[config.mk]
export PLATFORM = sky130hd
export DESIGN_NAME = uvee_regs
export DESIGN_NICKNAME = d
export VERILOG_FILES = /design/src/verilog/uvee_pkg.sv /design/src/verilog/uvee_regs.sv
export SDC_FILE = /design/constraint.sdc
export NUM_CORES = 1
export LEC_CHECK = 0
export BUFFER_PORTS_ARGS = -buffer_cell sky130_fd_sc_hd__buf_2
export CAP_MARGIN = 20
export CORE_AREA = 2 2 80 82
export DETAILED_ROUTE_END_ITERATION = 8
export DIE_AREA = 0 0 82 84
export MAX_ROUTING_LAYER = met4
export PLACE_DENSITY = 0.82
export SLEW_MARGIN = 5
export SYNTH_ARGS = -nofsm -noshare
export SYNTH_HDL_FRONTEND = slang
export SYNTH_SLANG_ARGS = --single-unit
export TNS_END_PERCENT = 20
[constraint.sdc]
create_clock -name clk_i -period 5.05 [get_ports clk_i]
set_input_delay 0.7575 -clock clk_i [delete_from_list [all_inputs] [get_ports clk_i]]
set_output_delay 0.7575 -clock clk_i [all_outputs]
set_load 0.01 [all_outputs]
[src/verilog/uvee_pkg.sv]
// package: offsets, field positions, reset values and carriers for the vendor bytes
package uvee_pkg;
   // register offsets on the bus (byte addresses, index times four)
   localparam logic [7:0] UVEE_CFG_SET_IDX = 8'h89;
   localparam logic [7:0] UVEE_CFG_CLR_IDX = 8'h8a;
   localparam logic [7:0] UVEE_EVT_EN_IDX = 8'h8b;
   localparam logic [7:0] UVEE_STATUS_IDX = 8'hc0;
   localparam logic [9:0] UVEE_CFG_SET_ADR = {UVEE_CFG_SET_IDX, 2'b00};
   localparam logic [9:0] UVEE_CFG_CLR_ADR = {UVEE_CFG_CLR_IDX, 2'b00};
   localparam logic [9:0] UVEE_EVT_EN_ADR = {UVEE_EVT_EN_IDX, 2'b00};
   localparam logic [9:0] UVEE_STATUS_ADR = {UVEE_STATUS_IDX, 2'b00};
   // configuration byte fields
   localparam int CFG_ACA_DET = 6;
   localparam int CFG_RVBUS = 5;
   localparam int CFG_SERIES = 4;
   localparam int CFG_POL = 3;
   localparam int CFG_PUSHPULL = 2;
   localparam int CFG_CMP_DP = 1;
   localparam int CFG_CMP_DM = 0;
   localparam logic [7:0] UVEE_CFG_RST = 8'h70;
   localparam logic [7:0] UVEE_CFG_WMASK = 8'h7c;
   // event enable byte fields
   localparam int EV_RESUME_WD = 6;
   localparam int EV_ID_OPEN = 5;
   localparam int EV_ACC_RES = 4;
   localparam int EV_SESS_WD = 3;
   localparam int EV_VBUS_RISE = 2;
   localparam int EV_VBUS_FALL = 1;
   localparam int EV_SUPPLY = 0;
   localparam logic [7:0] UVEE_EVT_RST = 8'h40;
   localparam logic [7:0] UVEE_EVT_WMASK = 8'h7f;
   // status register fields (accessory status in bits 1:0)
   localparam int ST_ACC_LO = 0;
   localparam int ST_RESUME_RUN = 2;
   // analog sense inputs grouped together
   typedef struct packed {
      logic cmp_dplus;
      logic cmp_dminus;
      logic vbus_mon;
      logic supply_mon;
      logic id_open;
      logic [1:0] acc_res;
      logic sess_wd_timeout;
      logic resume_k;
   } uvee_sense_t;
   // event notifications, one-cycle pulses
   typedef struct packed {
      logic id_open;
      logic acc_res;
      logic sess_wd;
      logic vbus_rise;
      logic vbus_fall;
      logic supply;
   } uvee_event_t;
endpackage

[src/verilog/uvee_regs.sv]
// vendor charger/power-switch configuration and event-enable register bank
//
// Added by the designer: the Wishbone register port.
`timescale 1ns/1ns
// Overview of operation
// - resume watchdog enable lets a resume-K start the watchdog timer; clear disables it
// - id open enable sends receive command on each id open indication change
// - accessory resistor enable sends alt-interrupt command on accessory state change
// - accessory resistor enable latches each detected resistor change into a two-bit status field
// - accessory resistor enable forces id pull-up on regardless of control bit
// - session wake watchdog enable raises event on that watchdog timeout
// - vbus monitor rise enable raises event on low-to-high monitor edge
// - vbus monitor fall enable raises event on high-to-low monitor edge
// - supply monitor enable reports each synchronised comparator transition
// - configuration byte has set view 0x89, clear view 0x8a; comparators read-only
// - event enable byte at 0x8b resets to only resume watchdog enable set
// - push-pull bit overrides polarity select on the power switch pin
// - series resistor bit shifts the vbus comparator thresholds
module uvee_regs #(
   parameter int RESUME_WD_CYCLES = 1000
) (
   input wire logic clk_i,
   input wire logic rst_i,
   input wire logic wb_cyc_i,
   input wire logic wb_stb_i,
   input wire logic wb_we_i,
   input wire logic [11:0] wb_adr_i,
   input wire logic [31:0] wb_dat_i,
   input wire logic [3:0] wb_sel_i,
   output logic [31:0] wb_dat_o,
   output logic wb_ack_o,
   input wire uvee_pkg::uvee_sense_t sense_i,
   input wire logic id_pull_up_control_i,
   input wire logic power_switch_on_i,
   output uvee_pkg::uvee_event_t event_o,
   output logic alt_int_o,
   output logic id_pull_up_o,
   output logic psw_out_o,
   output logic psw_oe_o,
   output logic vbus_series_resistor_present_o,
   output logic a_device_vbus_resistor_enable_o,
   output logic accessory_detect_enable_o,
   output logic resume_watchdog_timeout_o
);
   import uvee_pkg::*;

   // refuse a watchdog length the 16-bit counter cannot hold
   if (RESUME_WD_CYCLES < 1 || RESUME_WD_CYCLES > 65535) begin : g_bad_len
      $error("RESUME_WD_CYCLES out of range");
   end

   logic [7:0] cfg_q, cfg_d, evt_q, evt_d;
   logic [1:0] acc_q;
   logic [31:0] dat_q;
   logic ack_q;
   logic [15:0] wd_cnt_q;
   logic wd_run_q, wd_to_q;
   uvee_sense_t s1_q, s2_q, s3_q;
   uvee_event_t ev_q;
   logic alt_q, pu_q, psw_q, psw_oe_q;

   // one word-index compare shared by every register decode
   function automatic logic hit(input logic [9:0] adr, input logic [9:0] tgt);
      return adr == tgt;
   endfunction

   // bus decode; a write lands on the edge where the master sees ack,
   // so a master that drops the cycle early never half-writes a byte
   wire req = wb_cyc_i && wb_stb_i && !ack_q;
   wire wr0 = wb_cyc_i && wb_stb_i && ack_q && wb_we_i && wb_sel_i[0];
   wire [9:0] adr = wb_adr_i[11:2];
   wire [7:0] wdat = wb_dat_i[7:0];
   wire hit_set = hit(adr, {2'b00, UVEE_CFG_SET_IDX});
   wire hit_clr = hit(adr, {2'b00, UVEE_CFG_CLR_IDX});
   wire hit_evt = hit(adr, {2'b00, UVEE_EVT_EN_IDX});
   wire hit_sts = hit(adr, {2'b00, UVEE_STATUS_IDX});

   // live comparators fill the read-only bits of both views
   wire [7:0] cfg_view = {cfg_q[7:2], s2_q.cmp_dplus, s2_q.cmp_dminus};
   wire [7:0] sts_view = {5'h00, wd_run_q, acc_q};
   wire [7:0] rd_byte = (hit_set || hit_clr) ? cfg_view :
                        hit_evt ? evt_q :
                        hit_sts ? sts_view : 8'h00;

   // set view ors in ones, clear view masks them off; reserved stays zero
   assign cfg_d = (wr0 && hit_set) ? cfg_q | (wdat & UVEE_CFG_WMASK) :
                  (wr0 && hit_clr) ? cfg_q & ~(wdat & UVEE_CFG_WMASK) :
                  cfg_q;
   assign evt_d = (wr0 && hit_evt) ? wdat & UVEE_EVT_WMASK : evt_q;

   // registers and single-cycle ack; ack drops the cycle after it rose
   always_ff @(posedge clk_i) begin
      if (rst_i) begin
         cfg_q <= UVEE_CFG_RST;
         evt_q <= UVEE_EVT_RST;
         ack_q <= 1'b0;
         dat_q <= 32'h0000_0000;
      end else begin
         cfg_q <= cfg_d;
         evt_q <= evt_d;
         ack_q <= req;
         dat_q <= req ? {24'h00_0000, rd_byte} : dat_q;
      end
   end
   assign wb_ack_o = ack_q;
   assign wb_dat_o = dat_q;

   // two-flop synchroniser plus one stage for edge detection
   always_ff @(posedge clk_i) begin
      if (rst_i) begin
         s1_q <= '0;
         s2_q <= '0;
         s3_q <= '0;
      end else begin
         s1_q <= sense_i;
         s2_q <= s1_q;
         s3_q <= s2_q;
      end
   end

   // edge events; disabled sources never notify
   wire id_chg = s2_q.id_open ^ s3_q.id_open;
   wire acc_chg = s2_q.acc_res != s3_q.acc_res;
   uvee_event_t ev_d;
   assign ev_d.id_open = evt_q[EV_ID_OPEN] && id_chg;
   assign ev_d.acc_res = evt_q[EV_ACC_RES] && acc_chg;
   assign ev_d.sess_wd = evt_q[EV_SESS_WD] && s2_q.sess_wd_timeout &&
                         !s3_q.sess_wd_timeout;
   assign ev_d.vbus_rise = evt_q[EV_VBUS_RISE] && s2_q.vbus_mon &&
                           !s3_q.vbus_mon;
   assign ev_d.vbus_fall = evt_q[EV_VBUS_FALL] && !s2_q.vbus_mon &&
                           s3_q.vbus_mon;
   assign ev_d.supply = evt_q[EV_SUPPLY] &&
                        (s2_q.supply_mon ^ s3_q.supply_mon);

   // power switch: push-pull drives always, else polarity picks high/low drive
   wire pp = cfg_q[CFG_PUSHPULL];
   wire od = cfg_q[CFG_POL];
   wire psw_lvl = (pp || !od) ? power_switch_on_i : 1'b0;
   wire psw_en = pp || power_switch_on_i;

   // event and pin outputs registered
   always_ff @(posedge clk_i) begin
      if (rst_i) begin
         ev_q <= '0;
         alt_q <= 1'b0;
         acc_q <= 2'b00;
         pu_q <= 1'b0;
         psw_q <= 1'b0;
         psw_oe_q <= 1'b0;
      end else begin
         ev_q <= ev_d;
         alt_q <= ev_d.acc_res;
         acc_q <= ev_d.acc_res ? s2_q.acc_res : acc_q;
         pu_q <= id_pull_up_control_i || evt_q[EV_ACC_RES];
         psw_q <= psw_lvl;
         psw_oe_q <= psw_en;
      end
   end
   assign event_o = ev_q;
   assign alt_int_o = alt_q;
   assign id_pull_up_o = pu_q;
   assign psw_out_o = psw_q;
   assign psw_oe_o = psw_oe_q;
   assign vbus_series_resistor_present_o = cfg_q[CFG_SERIES];
   assign a_device_vbus_resistor_enable_o = cfg_q[CFG_RVBUS];
   assign accessory_detect_enable_o = cfg_q[CFG_ACA_DET];

   // resume watchdog: a resume-K loads and starts it, disable holds it idle
   wire rk_edge = s2_q.resume_k && !s3_q.resume_k;
   always_ff @(posedge clk_i) begin
      if (rst_i) begin
         wd_cnt_q <= 16'h0000;
         wd_run_q <= 1'b0;
         wd_to_q <= 1'b0;
      end else if (!evt_q[EV_RESUME_WD]) begin
         wd_cnt_q <= 16'h0000;
         wd_run_q <= 1'b0;
         wd_to_q <= 1'b0;
      end else if (rk_edge) begin
         wd_cnt_q <= 16'(RESUME_WD_CYCLES);
         wd_run_q <= 1'b1;
         wd_to_q <= 1'b0;
      end else if (wd_run_q) begin
         wd_cnt_q <= wd_cnt_q - 16'h0001;
         wd_run_q <= wd_cnt_q != 16'h0001;
         wd_to_q <= wd_cnt_q == 16'h0001;
      end else begin
         wd_to_q <= 1'b0;
      end
   end
   assign resume_watchdog_timeout_o = wd_to_q;

   // reset leaves only the watchdog enable set in the enable byte
   evt_reset_a: assert property (@(posedge clk_i)
      disable iff (rst_i)
      $past(rst_i) |-> evt_q == 8'h40)
      else $error("event enable reset value wrong");
   // reset sets the detect, idle resistor and series resistor bits
   cfg_reset_a: assert property (@(posedge clk_i)
      disable iff (rst_i)
      $past(rst_i) |-> cfg_q[7:2] == 6'h1c)
      else $error("config reset value wrong");
   // reserved top bits are masked on every write path
   resv_zero_a: assert property (@(posedge clk_i)
      disable iff (rst_i)
      !evt_q[7] && !cfg_q[7])
      else $error("reserved bit set");
   // an id open notification needs an enabled change one cycle earlier
   id_event_a: assert property (@(posedge clk_i)
      disable iff (rst_i)
      event_o.id_open |-> $past(evt_q[EV_ID_OPEN] && id_chg))
      else $error("id open event without cause");
   // and an enabled change is never dropped
   id_seen_a: assert property (@(posedge clk_i)
      disable iff (rst_i)
      evt_q[EV_ID_OPEN] && id_chg |=> event_o.id_open)
      else $error("id open change not reported");
   // the alternate interrupt travels with the accessory notification
   alt_int_a: assert property (@(posedge clk_i)
      disable iff (rst_i)
      alt_int_o == event_o.acc_res)
      else $error("alt int mismatch");
   // the alternate interrupt needs an enabled accessory change
   acc_cause_a: assert property (@(posedge clk_i)
      disable iff (rst_i)
      alt_int_o |-> $past(evt_q[EV_ACC_RES] && acc_chg))
      else $error("alt int without cause");
   // status captures the resistor code seen with the notification
   acc_status_a: assert property (@(posedge clk_i)
      disable iff (rst_i)
      event_o.acc_res |-> acc_q == $past(s2_q.acc_res))
      else $error("accessory status not captured");
   // accessory enable forces the pull-up whatever the control says
   pullup_force_a: assert property (@(posedge clk_i)
      disable iff (rst_i)
      $past(evt_q[EV_ACC_RES]) |-> id_pull_up_o)
      else $error("pull-up not forced");
   // session watchdog notifications only while enabled
   sess_event_a: assert property (@(posedge clk_i)
      disable iff (rst_i)
      event_o.sess_wd |-> $past(evt_q[EV_SESS_WD]))
      else $error("session event while disabled");
   // rising monitor notifications only while enabled
   rise_event_a: assert property (@(posedge clk_i)
      disable iff (rst_i)
      event_o.vbus_rise |-> $past(evt_q[EV_VBUS_RISE]))
      else $error("rise event while disabled");
   // an enabled rising edge is always reported
   rise_seen_a: assert property (@(posedge clk_i)
      disable iff (rst_i)
      evt_q[EV_VBUS_RISE] && $rose(s2_q.vbus_mon) |=> event_o.vbus_rise)
      else $error("rise edge not reported");
   // falling monitor notifications only while enabled
   fall_event_a: assert property (@(posedge clk_i)
      disable iff (rst_i)
      event_o.vbus_fall |-> $past(evt_q[EV_VBUS_FALL]))
      else $error("fall event while disabled");
   // an enabled falling edge is always reported
   fall_seen_a: assert property (@(posedge clk_i)
      disable iff (rst_i)
      evt_q[EV_VBUS_FALL] && $fell(s2_q.vbus_mon) |=> event_o.vbus_fall)
      else $error("fall edge not reported");
   // supply notifications only while monitoring is on
   supply_event_a: assert property (@(posedge clk_i)
      disable iff (rst_i)
      event_o.supply |-> $past(evt_q[EV_SUPPLY]))
      else $error("supply event while disabled");
   // both supply directions are reported while monitoring is on
   supply_seen_a: assert property (@(posedge clk_i)
      disable iff (rst_i)
      evt_q[EV_SUPPLY] && $changed(s2_q.supply_mon) |=> event_o.supply)
      else $error("supply change not reported");
   // a cleared enable holds the resume watchdog idle
   wd_off_a: assert property (@(posedge clk_i)
      disable iff (rst_i)
      !evt_q[EV_RESUME_WD] |=> !wd_run_q)
      else $error("watchdog ran");
   // a timeout only ends an enabled, running watchdog
   wd_timeout_a: assert property (@(posedge clk_i)
      disable iff (rst_i)
      resume_watchdog_timeout_o |-> $past(wd_run_q && evt_q[EV_RESUME_WD]))
      else $error("timeout without running watchdog");
   // push-pull drives the pin at all times
   psw_pp_a: assert property (@(posedge clk_i)
      disable iff (rst_i)
      cfg_q[CFG_PUSHPULL] |=> psw_oe_o)
      else $error("push-pull pin not driven");
   // open drain only ever pulls the pin low
   psw_od_a: assert property (@(posedge clk_i)
      disable iff (rst_i)
      !cfg_q[CFG_PUSHPULL] && cfg_q[CFG_POL] |=> !psw_out_o)
      else $error("open drain pin driven high");
   // a one written to the clear view clears the bit
   clr_view_a: assert property (@(posedge clk_i)
      disable iff (rst_i)
      wr0 && hit_clr && wdat[CFG_PUSHPULL] |=> !cfg_q[CFG_PUSHPULL])
      else $error("clear view failed");
   // a one written to the set view sets the bit
   set_view_a: assert property (@(posedge clk_i)
      disable iff (rst_i)
      wr0 && hit_set && wdat[CFG_SERIES] |=> cfg_q[CFG_SERIES])
      else $error("set view failed");
   // ack is a single-cycle pulse
   ack_pulse_a: assert property (@(posedge clk_i)
      disable iff (rst_i)
      wb_ack_o |=> !wb_ack_o)
      else $error("ack held two cycles");
   // ack only answers a request taken on the edge before
   ack_cause_a: assert property (@(posedge clk_i)
      disable iff (rst_i)
      wb_ack_o |-> $past(wb_cyc_i && wb_stb_i))
      else $error("ack without request");

   // main scenarios: timeout, accessory and id events, set write, open drain
   wd_cov_c: cover property (@(posedge clk_i) resume_watchdog_timeout_o);
   acc_cov_c: cover property (@(posedge clk_i) event_o.acc_res);
   id_cov_c: cover property (@(posedge clk_i) event_o.id_open);
   set_cov_c: cover property (@(posedge clk_i) wr0 && hit_set);
   psw_cov_c: cover property (@(posedge clk_i) cfg_q[CFG_POL] && psw_oe_o);
endmodule

Yosys cells after proc, flatten, opt, wreduce, memory -nomap -nowiden. Index checks and enable logic that the tools add are counted.

Register bits: 78. Input port bits: 64. Output and inout port bits: 47. Word-level logic and storage cells: 99.

$add $sub $neg: 1. Equal/unequal tests: 7. Mux-type cells: 9. Bitwise operators: 8. Reduce and logical (&&, ||, !) cells: 34.

Operator list (number): $eq 10x8->1 const B (4); $mux 8 (3); $mux 10 (2); $logic_and 1x1->1 (18); $eq 16x1->1 const B (1); $ne 16x1->1 const B (1); $sub 16x1->16 const B (1); $and 8x8->8 (1); $not 7->8 (1); $or 8x7->8 (1); $mux 7 (1); $logic_not 1->1 (6); $logic_or 1x1->1 (4); $reduce_bool 2->1 (2); $reduce_or 2->1 (2); $reduce_or 4->1 (1); $mux 3 (1); $not 1->1 (3); $reduce_or 3->1 (1); $mux 1 (2); $ne 2x2->1 (1); $xor 1x1->1 (2).

Logic depth before layout (Yosys ltp).
Word-level depth: 7. Mapped depth: 6. Mapped depth without buffers: 6.

Worst setup path before layout. Ideal clock, no wire load.

Kind: input to register. Start: in wb_adr_i[7]. End: reg evt_q[0]. Setup time: 0.131 ns. Arrival time: 2.129 ns. Data required time: 4.919 ns. Path slack: 2.790 ns. Cell stages on the path: 4. Path buffers: 0. Path through: or4b_1 > nor4_4 > mux2i_1 > nor2_2.

Longest elaborated chain between the ends: 2.

RTL lines: start, declared (RTL line uvee_regs.sv:27) `input wire logic [11:0] wb_adr_i,`; $eq 10x8->1 (RTL line uvee_regs.sv:64) `return adr == tgt;`; $logic_and 1x1->1 (RTL line uvee_regs.sv:89) `assign evt_d = (wr0 && hit_evt) ? wdat & UVEE_EVT_WMASK : evt_q;`; end signal, assigned (RTL line uvee_regs.sv:100) `evt_q <= evt_d;`; end, declared (RTL line uvee_regs.sv:52) `logic [7:0] cfg_q, cfg_d, evt_q, evt_d;`.

No other way between the ends. A chain may end at the register's enable or synchronous reset.

==> impl_results.rst <==
.. list-table::
   :header-rows: 1

   * - Metric
     - Value
   * - Power dissipated by switching net loads
     - 299 uW
   * - Number of clock buffers inserted by TritonCTS
     - 9
   * - DRC viols
     - 0
   * - Met3 layer usage reported by global route
     - 4.98%
   * - Switching portion of total power
     - 24.3%
   * - Number of warning messages in the yosys log
     - 0
   * - Clock network power share
     - 40.5%
   * - Number of maximum-capacitance violations
     - 0
   * - Area enclosed by the die boundary
     - 6890 sq um
   * - Worst clock skew
     - 0.00828 ns
   * - Final hold vios
     - 0
   * - Number of standard-cell rows in the floorplan
     - 29
   * - Count of nets after finishing
     - 429
   * - Synthesized area per cell
     - 9.90 sq um
   * - Sequential element share of the synthesized area
     - 48.0%
   * - Height of the die
     - 84 microns
   * - Capture point of the worst reg-to-reg path
     - wd_cnt_q[13]
   * - Top fanout value on the critical path
     - 5
   * - Number of cells upsized or downsized after cts
     - 0
   * - Hold Path Cell Cnt
     - 1
   * - Maximum number of buffers from clock root to sink
     - 2
   * - Synth async-reset ratio
     - 0%
   * - Aggregate global-route resource usage
     - 19.3%
   * - Final antenna diode count
     - 0
   * - Clock network latency to the later pin of the worst-skew pair
     - 0.34 ns
   * - Number of different library cells in the post-synthesis netlist
     - 46
   * - Met2 routing resource usage after global routing
     - 28.3%
   * - Via count of the first global-routing pass
     - 2167
   * - Kind of cell with the highest combined delay on the critical path
     - simple AND/OR/NAND/NOR gates
   * - Post-CTS setup repair buffer count
     - 0
   * - Cell with the most instances after synthesis
     - dfxtp_1
   * - Largest area contributor in the netlist
     - dfxtp_1
   * - Root Driver
     - clkbuf_8
   * - Fraction of layout instances using a drive strength above 1
     - 23.6%
   * - Half-perimeter wire length of the detailed placement result
     - 4080 microns
   * - DRT antenna net count
     - 0
   * - Internal Dissipation
     - 930 uW
   * - Post-synth top flop
     - dfxtp_1
   * - Number of pins with negative max-slew slack in the final report
     - 0
   * - Synthesized area
     - 3090 sq um
   * - Worst min-delay path class
     - reg -> reg
   * - TritonCTS clock tree
     - built
   * - Period utilisation layout
     - 44.6%
   * - Busiest grt layer
     - met2
   * - Width of the chip
     - 82 microns
   * - Result of the run
     - complete, no violations
   * - Routed wire length
     - 5730 microns
   * - Clock transition at the registers of the reported paths
     - 0.08 ns
   * - # port buffers
     - 55
   * - Average detailed-routed wire length per instance
     - 12.9 microns
   * - Number of detailed-routing iterations run before antenna repair
     - 4
   * - DRC marker count from the first detailed-route iteration
     - 90
   * - Achievable frequency
     - 444 MHz
   * - Worst path arrival time
     - 2.52 ns
   * - Leak pwr
     - 1.42 nW
   * - Utilization of the core after routing
     - 57.8%
   * - Total vias in the final route
     - 2289
   * - Number of logic stages on the critical path including buffering
     - 5
   * - Placed cells
     - 429
   * - Startpoint types
     - input port
   * - Layout Cells excl Fill
     - 445
   * - Part of the total power dissipated in sequential elements
     - 50.4%
   * - Total negative slack
     - 0 ns
   * - Global placer's final weighted congestion
     - 0.885
   * - Area share of the largest cell type after synthesis
     - 48.0%
   * - Antenna violations before repair
     - 0
   * - Longest individual stage delay on the worst path
     - 0.77 ns
   * - Ratio of total power to cell area
     - 349 nW/um^2
   * - Reg2Reg Setup Slack
     - 3.15 ns
   * - Count of boundary I/O pins
     - 111
   * - Reg-to-reg startpoint
     - wd_run_q
   * - Critical path buffers and inverters
     - 1
   * - Largest cells by area after synthesis
     - dfxtp_1, buf_4, nor2b_1
   * - CP Data Required Time
     - 5.32 ns
   * - Cells along the critical path
     - buf_2 > or4b_4 > nor4_1 > nand2_1 > a21oi_1
   * - H-tree lvl count
     - 3
   * - Relative slew slack
     - 34.8%
   * - Aggregate global routing overflow
     - 0
   * - Via density
     - 5.14
   * - Maximum number of pins on one net before global-route repair
     - 57
   * - Depth of the most critical reg-to-reg path
     - 4
   * - Initial standard-cell utilization of the core
     - 50.7%
   * - Worst Setup End Kind
     - register
   * - Worst Slack Setup Final
     - 2.80 ns
   * - Endpoints failing setup
     - 0
   * - Critical path class
     - in -> reg
   * - Clock Sinks
     - 74
   * - Slowest library cell on the worst path
     - nor4_1
   * - Synthesis-to-layout area growth
     - 14.0%
   * - Std-Cell Core Area
     - 6100 sq um
   * - GR Util met1
     - 23.8%
   * - Proportion of power drawn by combinational gates
     - 9.1%
   * - Tightest Pin Transition
     - 0.977 ns
   * - Min Clock Period, post-route
     - 2.25 ns
   * - Unrepaired setup endpoints after global routing
     - false
   * - Wire length of the first global-routing pass
     - 9830 microns
   * - Pre-CTS setup slack
     - 2.43 ns
   * - Synthesis-stage register bit count
     - 74
   * - Most frequent cells after synthesis
     - dfxtp_1, buf_4, nor2b_1
   * - Post-CTS Hold Fix Bufs
     - 0
   * - Min-delay src
     - s2_q[6]
   * - Maximum ir drop on the vdd rail
     - 0.000272 V
   * - Number of enable-type register cells in the synthesized netlist
     - 0
   * - Worst Hold End
     - event_o[1]
   * - Post-synthesis cell count
     - 312
[sequential cells by signal (all words and copies together), names as in the netlist, named ones only]
| signal | flops |
|---|---|
| psw_out_o | 1 |
| wb_dat_o | 7 |
| cfg_view | 2 |
| id_pull_up_o | 1 |
| evt_q | 7 |
| s2_q | 7 |
| s1_q | 9 |
| wb_ack_o | 1 |
| wd_cnt_q | 16 |
| s3_q | 7 |
| event_o | 5 |
| resume_watchdog_timeout_o | 1 |
| alt_int_o | 1 |
| wd_run_q | 1 |
| acc_q | 2 |
| psw_oe_o | 1 |
[metal layers]
layer,vias to the layer above,routed length [microns]
li1,1139,-
met1,1060,2580
met2,76,2680
met3,14,326
met4,0,143
met5,-,0
[worst reg2reg max path, cell delays in order, from the launching register on]
cell and delay [ns]:
dfxtp_1 0.50, or3b_1 0.53, or3_1 0.36, or3_1 0.31, a21oi_1 0.13
[cell usage in the layout, fill, tap and decap left out, types with 3 or more instances in the layout]
cell type and n:
dfxtp_1 74, buf_2 55, nor2b_1 26, conb_1 25, nor2_1 23, a21oi_1 16, xnor2_1 11, nand3_1 9
mux2i_1 9, clkbuf_8 9, inv_1 7, nor3b_1 7, o21ai_0 6, xor2_1 6, nor2_2 6, nand2b_1 5
nor3_1 5, nor4_1 5, a211oi_1 5, nand2_1 4, nand4b_1 3, nor4_4 3, a221o_1 3, o31ai_1 3
and3b_1 3, a32oi_1 3, a31oi_1 3, or3_1 3, clkinv_4 3
[cell families after synthesis]
| logic type | synth area share [%] |
|---|---|
| AND/OR/NAND/NOR | 26.2 |
| buffers and inverters | 8.91 |
| multiplexers | 2.92 |
| other | 0.121 |
| AO/OA/AOI/OAI | 8.22 |
| flip-flops | 48.0 |
| adder cells (fa/ha/maj) | 0.810 |
| XOR/XNOR | 4.82 |
[cell type report]
| cell class | instances | area, sq um |
|---|---|---|
| fill | 528 | 2570 |
| sequential | 74 | 1480 |
| multi-input combinational | 216 | 1420 |
| timing repair buffer | 55 | 275 |
| clock buffer | 10 | 128 |
| tap | 77 | 96.3 |
| clock inverter | 6 | 91.3 |
| inverter | 7 | 26.3 |
[worst max path at each step]
stage,startpoint,to
after floorplan,wb_adr_i[7],evt_q[0]
after global placement,wb_adr_i[7],evt_q[2]
after detailed placement,wb_adr_i[4],evt_q[3]
after CTS,wb_adr_i[4],evt_q[3]
after global routing,wb_adr_i[4],register
final,wb_adr_i[4],register
[per-stage QoR]
step / area (sq um) / hold slack (ns) / power [mW]
after floorplan: 3180 / 0.391 / 0.725
after global placement: 3300 / 0.416 / 0.739
after detailed placement: 3300 / 0.424 / 0.744
after CTS: 3520 / 0.441 / 1.24
after global routing: 3520 / 0.452 / 1.28
final: 3520 / 0.438 / 1.23
[power by group through the flow]
stage	clock network [mW]	logic, mW	registers (mW)
2_1_floorplan	0	0.0942	0.631
3_3_place_gp	0	0.107	0.632
3_5_place_dp	0	0.111	0.633
4_1_cts	0.506	0.112	0.619
5_1_grt	0.535	0.126	0.622
6_report	0.498	0.112	0.620
(Power assumes the default switching activity.)
